--- config.mk ---
export PLATFORM = sky130hd
export DESIGN_NAME = adc_sequencer
export DESIGN_NICKNAME = d
export VERILOG_FILES = /design/src/rtl/adc_seq_pkg.sv /design/src/rtl/pin_sync.sv /design/src/rtl/adc_sequencer.sv
export VERILOG_INCLUDE_DIRS = /design/src /design/src/rtl
export SDC_FILE = /design/constraint.sdc
export NUM_CORES = 1
export LEC_CHECK = 0
export BUFFER_PORTS_ARGS = -buffer_cell sky130_fd_sc_hd__clkbuf_2
export CORE_MARGIN = 5
export CORE_UTILIZATION = 33
export DETAILED_ROUTE_END_ITERATION = 8
export GPL_TIMING_DRIVEN = 1
export HOLD_SLACK_MARGIN = 0.02
export PLACE_DENSITY_LB_ADDON = 0.08
export SLEW_MARGIN = 10
export SYNTH_ARGS = -nofsm -noshare
export SYNTH_HDL_FRONTEND = slang
export SYNTH_SLANG_ARGS = --single-unit
--- constraint.sdc ---
create_clock -name clock_in -period 4.17 [get_ports clock_in]
set_input_delay 0.834 -clock clock_in [delete_from_list [all_inputs] [get_ports clock_in]]
set_output_delay 0.834 -clock clock_in [all_outputs]
set_load 0.02 [all_outputs]
--- src/rtl/adc_seq_params.svh ---
`ifndef ADC_SEQ_PARAMS_SVH
`define ADC_SEQ_PARAMS_SVH

// Widths
`define RESULT_W 12
`define CNT_W 17
`define PIN_W 7

// Sequence lengths in master clock periods
// 18
`define CONV_PERIODS 17'h0_0012
// 125013
`define CAL_FULL_PERIODS 17'h1_E855
// 111124
`define CAL_DAC_FS_PERIODS 17'h1_B214
// 13889
`define CAL_OFFSET_PERIODS 17'h0_3641

// Idle levels of the pin group: both active-low strobes high
`define PIN_RESET_VALUE 7'h06

`endif

--- src/rtl/adc_seq_pkg.sv ---
`include "adc_seq_params.svh"

package adc_seq_pkg;

  typedef enum logic [1:0] {
    JOB_CONV = 2'h0,
    JOB_CAL_FULL = 2'h1,
    JOB_CAL_DAC_FS = 2'h2,
    JOB_CAL_OFFSET = 2'h3
  } job_t;

  typedef enum logic [3:0] {
    ST_IDLE = 4'h1,
    ST_COUNT = 4'h2,
    ST_LATCH = 4'h4,
    ST_FINISH = 4'h8
  } seq_state_t;

  typedef struct packed {
    job_t cal_mode;
    logic pm_lo;
    logic pm_hi;
    logic cs_n;
    logic start_n;
    logic mclk;
  } pins_t;

  typedef struct packed {
    seq_state_t state;
    job_t job;
    logic [`CNT_W-1:0] cnt;
    logic busy;
    logic [`RESULT_W-1:0] sample;
    logic [`RESULT_W-1:0] result;
    logic full_pd;
    logic part_pd;
  } seq_t;

endpackage

--- src/rtl/pin_sync.sv ---
`timescale 1ns/10ps

module pin_sync #(
  parameter int W = 1,
  parameter logic [W-1:0] RESET_VALUE = '0
) (
  // Clock and reset
  input wire logic clock_in,
  input wire logic rst_n_in,
  // Pins
  input wire logic [W-1:0] pin_in,
  // Filtered levels and edges
  output logic [W-1:0] level_out,
  output logic [W-1:0] rise_out,
  output logic [W-1:0] fall_out
);

  typedef struct packed {
    logic [W-1:0] s1;
    logic [W-1:0] s2;
    logic [W-1:0] s3;
    logic [W-1:0] level;
  } sync_t;

  sync_t s;
  sync_t next_s;
  logic [W-1:0] agree;

  // A change counts once the second and third stages agree
  assign agree = ~(s.s2 ^ s.s3);
  assign level_out = s.level;
  assign rise_out = agree & s.s3 & ~s.level;
  assign fall_out = agree & ~s.s3 & s.level;

  always_comb begin
    next_s = s;
    next_s.s1 = pin_in;
    next_s.s2 = s.s1;
    next_s.s3 = s.s2;
    next_s.level = (agree & s.s3) | (~agree & s.level);
  end

  always_ff @(posedge clock_in or negedge rst_n_in) begin
    if (!rst_n_in) begin
      s <= {RESET_VALUE, RESET_VALUE, RESET_VALUE, RESET_VALUE};
    end else begin
      s <= next_s;
    end
  end

endmodule

--- src/rtl/adc_sequencer.sv ---
// Contract
// RQ1: A conversion lasts exactly 18 master clock periods, start to end.
// RQ2: Full self-calibration lasts 125013 master clock periods.
// RQ3: Internal DAC plus system full-scale calibration lasts 111124 periods.
// RQ4: System offset calibration lasts 13889 master clock periods.
// RQ5: In calibration, busy rises within 2.5 periods of chip select rising.
// RQ6: New result is valid half a master period before busy falls.
// RQ7: An asserted conversion start pulse raises busy; in full power-down the code ignores it.
// RQ8: Power bits 1,0 give full power-down; 1,1 give partial power-down.
// RQ9: Busy stays high for the whole sequence and falls only at its end.
`timescale 1ns/10ps

module adc_sequencer
  import adc_seq_pkg::*;
#(
  parameter logic [`CNT_W-1:0] CONV_PERIODS = `CONV_PERIODS,
  parameter logic [`CNT_W-1:0] CAL_FULL_PERIODS = `CAL_FULL_PERIODS,
  parameter logic [`CNT_W-1:0] CAL_DAC_FS_PERIODS = `CAL_DAC_FS_PERIODS,
  parameter logic [`CNT_W-1:0] CAL_OFFSET_PERIODS = `CAL_OFFSET_PERIODS
) (
  // Clock and reset
  input wire logic clock_in,
  input wire logic rst_n_in,
  // Host and board pins
  input wire logic master_clock_in,
  input wire logic conversion_start_n_in,
  input wire logic chip_select_n_in,
  input wire job_t cal_mode_in,
  input wire logic power_mgmt_bit_hi_in,
  input wire logic power_mgmt_bit_lo_in,
  // Converter core
  input wire logic [`RESULT_W-1:0] sample_in,
  // Status
  output logic busy_out,
  output logic [`RESULT_W-1:0] result_out,
  output logic full_power_down_out,
  output logic partial_power_down_out
);

  seq_t s;
  seq_t next_s;
  pins_t pins_raw;
  pins_t pins;
  pins_t pins_rise;
  pins_t pins_fall;
  logic [`PIN_W-1:0] level_vec;
  logic [`PIN_W-1:0] rise_vec;
  logic [`PIN_W-1:0] fall_vec;
  logic mclk_rise;
  logic mclk_fall;
  logic start_req;
  logic cal_req;
  logic [`CNT_W-1:0] rise_count;

  function automatic logic [`CNT_W-1:0] target_of(input job_t j);
    logic [`CNT_W-1:0] t;
    t = CONV_PERIODS;
    unique case (j)
      JOB_CONV: t = CONV_PERIODS;
      JOB_CAL_FULL: t = CAL_FULL_PERIODS;
      JOB_CAL_DAC_FS: t = CAL_DAC_FS_PERIODS;
      JOB_CAL_OFFSET: t = CAL_OFFSET_PERIODS;
    endcase
    return t;
  endfunction

  assign pins_raw.cal_mode = cal_mode_in;
  assign pins_raw.pm_lo = power_mgmt_bit_lo_in;
  assign pins_raw.pm_hi = power_mgmt_bit_hi_in;
  assign pins_raw.cs_n = chip_select_n_in;
  assign pins_raw.start_n = conversion_start_n_in;
  assign pins_raw.mclk = master_clock_in;

  pin_sync #(
    .W(`PIN_W),
    .RESET_VALUE(`PIN_RESET_VALUE)
  ) u_pin_sync (
    .clock_in(clock_in),
    .rst_n_in(rst_n_in),
    .pin_in(pins_raw),
    .level_out(level_vec),
    .rise_out(rise_vec),
    .fall_out(fall_vec)
  );

  assign pins = level_vec;
  assign pins_rise = rise_vec;
  assign pins_fall = fall_vec;
  assign mclk_rise = pins_rise.mclk;
  assign mclk_fall = pins_fall.mclk;

  // Full power-down refuses new work; partial power-down still wakes
  assign start_req = pins_fall.start_n && !s.full_pd;
  assign cal_req = pins_rise.cs_n && (pins.cal_mode != JOB_CONV) &&
                   !s.full_pd;

  always_comb begin
    next_s = s;
    next_s.full_pd = pins.pm_hi && !pins.pm_lo; // [RQ8]
    next_s.part_pd = pins.pm_hi && pins.pm_lo; // [RQ8]
    unique case (s.state)
      ST_IDLE: begin
        if (start_req) begin
          // Conversion takes precedence over a calibration request
          next_s.job = JOB_CONV;
          next_s.sample = sample_in;
          next_s.busy = 1'b1; // [RQ7]
          next_s.cnt = '0;
          next_s.state = ST_COUNT;
        end else if (cal_req) begin
          next_s.job = pins.cal_mode;
          next_s.busy = 1'b1; // [RQ5]
          next_s.cnt = '0;
          next_s.state = ST_COUNT;
        end
      end
      ST_COUNT: begin
        if (mclk_rise) begin
          next_s.cnt = s.cnt + 1'b1;
          // Stop one rise short; the last rise ends busy
          if (s.cnt + 1'b1 >= target_of(s.job) - 1'b1) begin // [RQ1] [RQ2]
            next_s.state = ST_LATCH; // [RQ3] [RQ4]
          end
        end
      end
      ST_LATCH: begin
        if (mclk_fall) begin
          if (s.job == JOB_CONV) begin
            next_s.result = s.sample; // [RQ6]
          end
          next_s.state = ST_FINISH;
        end
      end
      ST_FINISH: begin
        if (mclk_rise) begin
          next_s.cnt = s.cnt + 1'b1;
          next_s.busy = 1'b0; // [RQ9]
          next_s.state = ST_IDLE;
        end
      end
    endcase
  end

  always_ff @(posedge clock_in or negedge rst_n_in) begin
    if (!rst_n_in) begin
      s <= '{state: ST_IDLE, job: JOB_CONV, default: '0};
    end else begin
      s <= next_s;
    end
  end

  assign busy_out = s.busy;
  assign result_out = s.result;
  assign full_power_down_out = s.full_pd;
  assign partial_power_down_out = s.part_pd;

  // Independent count of master rises seen while busy
  always_ff @(posedge clock_in or negedge rst_n_in) begin
    if (!rst_n_in) begin
      rise_count <= '0;
    end else if (!busy_out) begin
      rise_count <= '0;
    end else if (mclk_rise) begin
      rise_count <= rise_count + 1'b1;
    end
  end
endmodule

# ---- Word-level counts from Yosys, hierarchy flattened
# Cells that the tools add are included.
dict set report op_classes {
  add_sub_neg 2
  mul 0
  div_mod_pow 0
  magnitude_cmp 1
  n_eq_ne 12
  shifts 0
  mux 14
  bitwise 11
  n_reduce_logical 18
}
# cell count
set op_table {}
lappend op_table {{17-bit case mux with 4 select lines} 1}
lappend op_table {{17-bit 2-to-1 mux} 3}
lappend op_table {{17-bit case mux with 3 select lines} 1}
lappend op_table {{24-bit 2-to-1 mux} 2}
lappend op_table {{18-bit 2-to-1 mux} 1}
lappend op_table {{17-bit by 1-bit adder with 17-bit output, second input constant} 1}
lappend op_table {{17-bit greater-or-equal comparator} 1}
lappend op_table {{17-bit by 1-bit subtractor with 17-bit output, second input constant} 1}
lappend op_table {{4-bit 2-to-1 mux} 4}
lappend op_table {{4-bit case mux with 4 select lines} 1}
lappend op_table {{7-bit AND} 2}
lappend op_table {{7-bit NOT} 2}
lappend op_table {{2-bit != test, second input constant} 4}
lappend op_table {{7-bit OR} 1}
lappend op_table {{7-bit XOR} 1}
lappend op_table {{3-bit AND reduction} 2}
lappend op_table {{2-bit nonzero test} 3}
lappend op_table {{1-bit logical AND} 5}
lappend op_table {{5-bit AND reduction} 1}
lappend op_table {{2-bit AND} 2}
lappend op_table {{2-bit equality test, second input constant} 2}
lappend op_table {{4-bit by 1-bit equality test with 1-bit output, second input constant} 1}
lappend op_table {{4-bit by 2-bit equality test with 1-bit output, second input constant} 1}
lappend op_table {{4-bit by 3-bit equality test with 1-bit output, second input constant} 1}
lappend op_table {{other kinds (12)} 14}
dict set report word_totals {
  reg_bits 78
  latch_bits 0
  ram_bits 0
  mem_bits_ro 0
  input_bits 21
  out_inout_bits 15
  wordCells 70
  mem_count 0
}

# ---- Longest topological paths before layout
# Gate-level depths: netlist of the first run.
dict set report depth {
  depth_word 11
  depth_mapped 12
  ltp_nobuf 12
}

# ---- Modules after synthesis
# From an unflattened synthesis of the first run, not the netlist that was laid out.
dict set report hier_totals {
  hier_cells 344
  area_unflattened_um2 4043.9
}
# mod instances cells_each area_per_inst_um2 seq_area_each_um2
set by_module_without_submodules {}
lappend by_module_without_submodules {adc_sequencer 1 260 2860.2 1252.5}
lappend by_module_without_submodules {pin_sync 1 84 1183.6 710.7}

# ---- Worst setup path after synthesis of the first run
# Ideal clock, no wire load.
dict set report synth_timing {
  path_kind {register to register}
  startpoint {register s[34] in the netlist's numbering}
  endpoint {register s[48] in the netlist's numbering}
  setup_time_ps 121
  t_arrival_ps 3301
  required_time_ps 4049
  setup_slack_ps 748
  path_stages_with_launch 13
  n_path_buf 1
  period_less_slack_ps 3422
  path_cell_list {dfrtp_1 -> clkdlybuf4s50_2 -> nand4_1 -> nor3_2 -> nand3_1 -> xnor2_1 -> ha_1 -> a21oi_1 -> o21ai_0 -> a21o_1 -> or3_1 -> o41a_1 -> a22o_1}
}
dict set report synth_via {
  elab_chain_len 4
}
# item line
set synth_lines {}
lappend synth_lines {{from (decl)} adc_sequencer.sv:40} ;# seq_t s;
lappend synth_lines {{from (signal assigned)} adc_sequencer.sv:148} ;# s <= next_s;
lappend synth_lines {{17-bit by 1-bit adder with 17-bit output} adc_sequencer.sv:121} ;# if (s.cnt + 1'b1 >= target_of(s.job) - 1'b1) begin
lappend synth_lines {{17-bit greater-or-equal comparator} adc_sequencer.sv:121}
lappend synth_lines {{2-bit != test (no line)} -}
lappend synth_lines {{5-bit AND reduction (no line)} -}
# Every way passes these cells.
# A chain may end at the register's enable or synchronous reset.

# ---- Worst setup path in the final report of the first run
dict set report layout_timing {
  startpoint {register s[27] in the netlist's numbering}
  endpoint {register s[48] in the netlist's numbering}
}
# The elaborated chain is that of the path after synthesis.

==> impl_metrics.tcl, run 1 <==
set metrics [dict create \
    status "completed" \
    post-route-min-period_ns 3.46 \
    cts_setup_buffers 0 \
    cp-end-kind "flip-flop" \
    seq_area_frac_synth_pct 51.5 \
    tritoncts "done" \
    drive_gt1_share_pct 25.1 \
    via_per_inst 4.72 \
    totalWireLength_mm 6.89 \
    route.vias.total 2401 \
    synth_area_leaders "dfrtp_1, ha_1, mux2_2" \
    clkTransAtPathRegs_ns 0.06 \
    yosysTopAreaCell "dfrtp_1" \
    p_total_mw 1.95 \
    fin_area_sq_um 4380 \
    setup_slack_ns 0.708 \
    maxSlewViolCount 0 \
    dp_cells 493 \
    drcViolationCount 0 \
    yosys.area.top_type_share_pct 45.3 \
    core.rowCount 39 \
    portBuffers 35 \
    fin_cells 509 \
    wl_per_cell_microns 13.5 \
    cts_root_buf "clkbuf_16" \
    postCtsHoldBufs 0 \
    worstPathCellList "ha_1, nand2_1, nor3_2, nand3_1, xnor2_1, ha_1, a21oi_1, o211ai_1, a21o_1, or3_1, o41a_1, a22o_1" \
    critPathBufInv 0 \
    area_growth_pct 15.0 \
    drtAntennaViolNets 0 \
    dpl_cell_area_sq_um 4030 \
    ys_warn_count 0 \
    r2r_slack_ns 0.71 \
    synth_cells 337 \
    die_x_microns 117 \
    ys_async_sr_fraction_pct 100 \
    fin_setup_tns_ns 0 \
    grt_overflow_total 0 \
    hold_viol 0 \
    pre_cts_ws_ns 0.669 \
    cts_buffer_depth 2 \
    antenna_cells 0 \
    fin_nets 408 \
    ff_latch_area_sq_um 1960 \
    die_area_sq_um 13800 \
    firstDrtPassIters 4 \
    tightest_slew_ns 0.987 \
    core-area_sq_um 11400 \
    syn_avg_cell_area_sq_um 11.3 \
    hold_slack_ns 0.347 \
    r2r_end "s[48]$_DFFE_PN0P_" \
    timing.fmax_ghz 0.289 \
    worstHoldStart "u_pin_sync.next_s[19]$_DFF_PN0_" \
    startpoint_type "flip-flop" \
    crit_required_ns 4.39 \
    gp_congestion 0.747 \
    dpl.hpwl_mm 4.84 \
    initial_utilization_pct 33.5 \
    grt_max_degree 79 \
    synthTopCellsByCount "dfrtp_1, nand2_1, ha_1, mux2_2, o21ai_0" \
    synth_most_common_cell "dfrtp_1" \
    clock_latency_ns 0.33 \
    crit_family "compound AO/OA/AOI/OAI gates" \
    synth_fp_nets 384 \
    yosysUniqueCellTypes 48 \
    setup_viol 0 \
    fillers 1121 \
    worstSetupPathType "reg -> reg" \
    antenna_found_initial 0 \
    io_pins 36 \
    finalCritPeriodShare_pct 83.0 \
    p_per_area_nw_per_um2 446 \
    ir_drop_mv 0.350 \
    leakage_nw 2.04 \
    first_iter_violations 88 \
    ctsResizeCount 0 \
    multi_input_area_sq_um 1640 \
    critPathSlowestCell "o41a_1" \
    rsz0062_at_grt "false" \
    maxCapViolations 0 \
    die_y_microns 117 \
    rr_worst_depth 12 \
    hold_class "reg -> reg" \
    cts_sinks 78 \
    synth_edf_count 0 \
    fin_util_pct 38.5 \
    min_to "u_pin_sync.next_s[12]$_DFF_PN0_" \
    hold_depth 0 \
    yosys_register_bits 78 \
    grt_pass1_vias 2462 \
    grt_pass1_wl_mm 12.4 \
    cp_max_fo 7 \
    cts_buffers 9 \
    track_usage_pct 11.0 \
    maxSlewHeadroom_pct 34.2 \
    synthFlopType "dfrtp_1" \
    critPathMaxStageDelay_ns 0.44 \
    cts_max_level 3 \
    arrival_ns 3.69 \
    rr_startpoint "s[27]$_DFFE_PN0P_" \
    cp_common_cell "ha_1" \
    syn-cell-area_sq_um 3810 \
    skew_ns 0.00654 \
]
==> area by class of cell <==
cell class,instances,share of cell area (%)
Clock buffer,10,5.45
Clock inverter,6,2.63
Inverter,15,1.28
Multi-Input combinational cell,221,37.5
Sequential cell,78,44.8
Tap cell,143,4.08
Timing Repair Buffer,36,4.23
==> cell usage in the layout (no fill, tap or decap), types with 3 or more instances in the layout <==
cell,n
bufinv_16,3
inv_1,15
xnor2_1,11
and3_1,3
nand4_1,4
dfstp_2,9
a21oi_1,9
o211ai_1,3
clkbuf_16,9
o31ai_1,7
nor2_1,15
maj3_1,4
clkbuf_2,34
nand2b_1,8
a31oi_1,5
xor2_1,4
ha_1,26
mux2_2,26
nand3_1,9
dfrtp_1,69
nand2_1,27
nor2b_1,6
o21ai_0,22
nor3_1,4
==> report_power, final <==
group | internal (mW) | switching (mW)
registers | 0.805 | 0.0370
clock network | 0.605 | 0.312
logic | 0.0887 | 0.107
total | 1.50 | 0.456
==> worst register-to-register path, delay by kind of cell, from the launching register on <==
family	cells	cell delay, ns
adders and majority gates	2	0.58
and+or+nand+nor	4	1.08
DFF	1	0.42
xor gates and xnor gates	1	0.17
AOI/OAI and AO/OA	5	1.10
==> cells by family after synthesis <==
| family | Yosys count | synth area share (%) |
|---|---|---|
| mux | 28 | 8.21 |
| flops | 78 | 51.5 |
| simple gates | 90 | 12.5 |
| buf+inv | 38 | 5.35 |
| compound gates | 58 | 9.39 |
| xor+xnor | 15 | 3.45 |
| fa+ha+maj | 30 | 9.59 |
==> layer usage <==
| metal | wire length [microns] | vias up | share of wire (%) | track usage, % |
|---|---|---|---|---|
| met5 | 0 | - | 0 | 0 |
| met3 | 300 | 4 | 4.4 | 4.42 |
| met1 | 3320 | 1148 | 48 | 14.2 |
| met2 | 3220 | 34 | 47 | 17.1 |
| met4 | 55 | 0 | 0.80 | 3.44 |
| li1 | - | 1215 | - | - |
==> worst max-delay path by stage <==
stage                                    to  slack [ns]              start  cells after the start
after global placement    s[48]$_DFFE_PN0P_        0.76  s[27]$_DFFE_PN0P_                     12
final                     s[48]$_DFFE_PN0P_        0.71  s[27]$_DFFE_PN0P_                     12
after floorplan           s[48]$_DFFE_PN0P_        0.75  s[34]$_DFFE_PN0P_                     12
after CTS                 s[48]$_DFFE_PN0P_        0.66  s[27]$_DFFE_PN0P_                     12
after global routing      s[48]$_DFFE_PN0P_        0.35  s[27]$_DFFE_PN0P_                     12
after detailed placement  s[48]$_DFFE_PN0P_        0.67  s[27]$_DFFE_PN0P_                     12
==> state kept, by name, summed over array words and instances (netlist names), named ones only <==
signal / cells
s: 35
u_pin_sync.next_s: 14
result_out: 12
u_pin_sync.s: 7
busy_out: 1
full_power_down_out: 1
partial_power_down_out: 1
No activity file was read; power rests on OpenSTA's default activity.
==> run 2, diff against run 1 <==
==> constraint.sdc (replaced) <==
create_clock -name clock_in -period 3.1 [get_ports clock_in]
set_input_delay 0.62 -clock clock_in [delete_from_list [all_inputs] [get_ports clock_in]]
set_output_delay 0.62 -clock clock_in [all_outputs]
set_load 0.02 [all_outputs]
==> run 2 against run 1 <==
Critical path depth down 1. Sequential share of layout area down 2.0 points. Power up 26%. Combinational power up 72%. Via count up 3.9%. Global-route usage up 0.41 points. Core utilization up 1.8 points. Register-to-register slack worse by 0.59 ns.
==> impl_metrics.tcl, run 2 (synthesis gave the netlist of run 1 again) <==
set metrics [dict create \
    route.vias.total 2495 \
    antenna_found_initial 0 \
    multi_input_area_sq_um 1720 \
    via_per_inst 4.68 \
    p_total_mw 2.45 \
    first_iter_violations 93 \
    arrival_ns 3.21 \
    portBuffers 35 \
    gp_congestion 0.798 \
    core.rowCount 39 \
    cts_root_buf "clkbuf_16" \
    initial_utilization_pct 33.5 \
    grt_max_degree 41 \
    finalCritPeriodShare_pct 96.3 \
    die_x_microns 117 \
    track_usage_pct 11.5 \
    worstSetupPathType "reg -> reg" \
    rsz0062_at_grt "true" \
    core-area_sq_um 11400 \
    fillers 1113 \
    grt_overflow_total 0 \
    status "completed" \
    tritoncts "done" \
    p_per_area_nw_per_um2 535 \
    setup_viol 0 \
    area_growth_pct 20.4 \
    skew_ns 0.00377 \
    cts_max_level 3 \
    fin_nets 432 \
    die_y_microns 117 \
    crit_required_ns 3.33 \
    use_met3_pct 3.80 \
    maxCapViolations 0 \
    timing.fmax_ghz 0.335 \
    critPathBufInv 0 \
    clkTransAtPathRegs_ns 0.06 \
    grt_pass1_wl_mm 12.5 \
    post-route-min-period_ns 2.99 \
    cts_buffers 9 \
    worstPathCellList "nand4_1, nor3_4, nand3_2, xnor2_2, ha_1, a21oi_2, o21ai_0, a21o_1, or3_1, o41a_1, a22o_1" \
    drtAntennaViolNets 0 \
    cp_max_fo 4 \
    critPathSlowestCell "o41a_1" \
    hold_viol 0 \
    clock_latency_ns 0.34 \
    grt-busiest-layer "met2" \
    cts_setup_buffers 0 \
    maxSlewHeadroom_pct 40.1 \
    grt_pass1_vias 2449 \
    leakage_nw 2.19 \
    hold_class "in -> async" \
    startpoint_type "flip-flop" \
    layout_commonest_cell "dfrtp_1" \
    totalWireLength_mm 7.37 \
    final_cell_mix "dfrtp_1, clkbuf_2, nand2_1, mux2_2, ha_1" \
    largest_reg_flops 35 \
    dpl.hpwl_mm 5.38 \
    maxSlewViolCount 0 \
    cts_buffer_depth 2 \
    drive_gt1_share_pct 33.1 \
    critPathMaxStageDelay_ns 0.40 \
    drcViolationCount 0 \
    ir_drop_mv 0.328 \
    firstDrtPassIters 4 \
    use_met1_pct 15.0 \
    hold_slack_ns 0.253 \
    tightest_slew_ns 0.897 \
    crit_family "simple AND/OR/NAND/NOR gates" \
    wl_per_cell_microns 13.8 \
    io_pins 36 \
    antenna_cells 0 \
    ff_latch_area_sq_um 1960 \
    use_met2_pct 17.0 \
    largest_register "s" \
    cts_sinks 78 \
    die_area_sq_um 13800 \
    cp-end-kind "flip-flop" \
]
-- run 2: cell types whose count changed in the layout (fill, tap and decap cells not counted), sizes merged --
cell      before  now
buf            2   26
bufinv         3    0
clkinv         0    3
inv           17   15
clkbuf        44   45
clkinvlp       1    2
-- run 2: per-stage QoR --
step	cell area (sq um)	setup WS, ns	std cells	utilization [%]	TNS (ns)
floorplan	3830	0.00362	337	-	0
global placement	4240	0.113	517	37.3	0
detailed placement	4240	0.0189	517	37.3	0
CTS	4520	0.00463	533	39.8	0
global route	4590	-0.0550	533	40.4	-0.0550
finish	4590	0.114	533	40.4	0
-- run 2: timing repair --
item / 4_1_cts / 5_1_grt
hold buffers: 0 / 0
setup endpoints to repair: 0 / 2
resized for setup: 0 / 12
-- run 2: path summary, 6_finish.rpt --
path                                                 startpoint  slack (ns)  cells after the start                              end
worst max-delay path                          s[35]$_DFFE_PN0P_        0.11                     11                s[48]$_DFFE_PN0P_
worst min-delay path                                   rst_n_in        0.25                      1                s[35]$_DFFE_PN0P_
worst max register to register                s[35]$_DFFE_PN0P_        0.11                     11                s[48]$_DFFE_PN0P_
worst min register to register  u_pin_sync.next_s[19]$_DFF_PN0_        0.35                      0  u_pin_sync.next_s[12]$_DFF_PN0_
max in group asynchronous                              rst_n_in        2.20                      2                s[46]$_DFFE_PN1P_
min in group clock_in           u_pin_sync.next_s[19]$_DFF_PN0_        0.35                      0  u_pin_sync.next_s[12]$_DFF_PN0_
-- run 2: layout make-up --
type                       count  area share, %
clock inverter                 5          0.736
timing repair buffer          60           8.32
tap                          143           3.90
sequential                    78           42.8
multi-input combinational    221           37.5
inverter                      15           1.23
clock buffer                  11           5.51
-- run 2: routing by layer --
layer | vias to the layer above | wire, microns
met5 | - | 0
met4 | 0 | 145
met3 | 10 | 289
met2 | 34 | 3400
met1 | 1188 | 3530
li1 | 1263 | -
-- run 2: worst register-to-register path, stage by stage (launching register included) --
cell and delay (ns):
dfrtp_1 0.35, nand4_1 0.20, nor3_4 0.34, nand3_2 0.13, xnor2_2 0.16, ha_1 0.35, a21oi_2 0.14, o21ai_0 0.09
a21o_1 0.19, or3_1 0.34, o41a_1 0.40, a22o_1 0.18
-- run 2: where the power goes --
| part | switching [mW] | internal (mW) | total, mW |
|---|---|---|---|
| combinational | 0.175 | 0.160 | 0.335 |
| sequential | 0.0409 | 1.08 | 1.12 |
| clock | 0.412 | 0.584 | 0.995 |
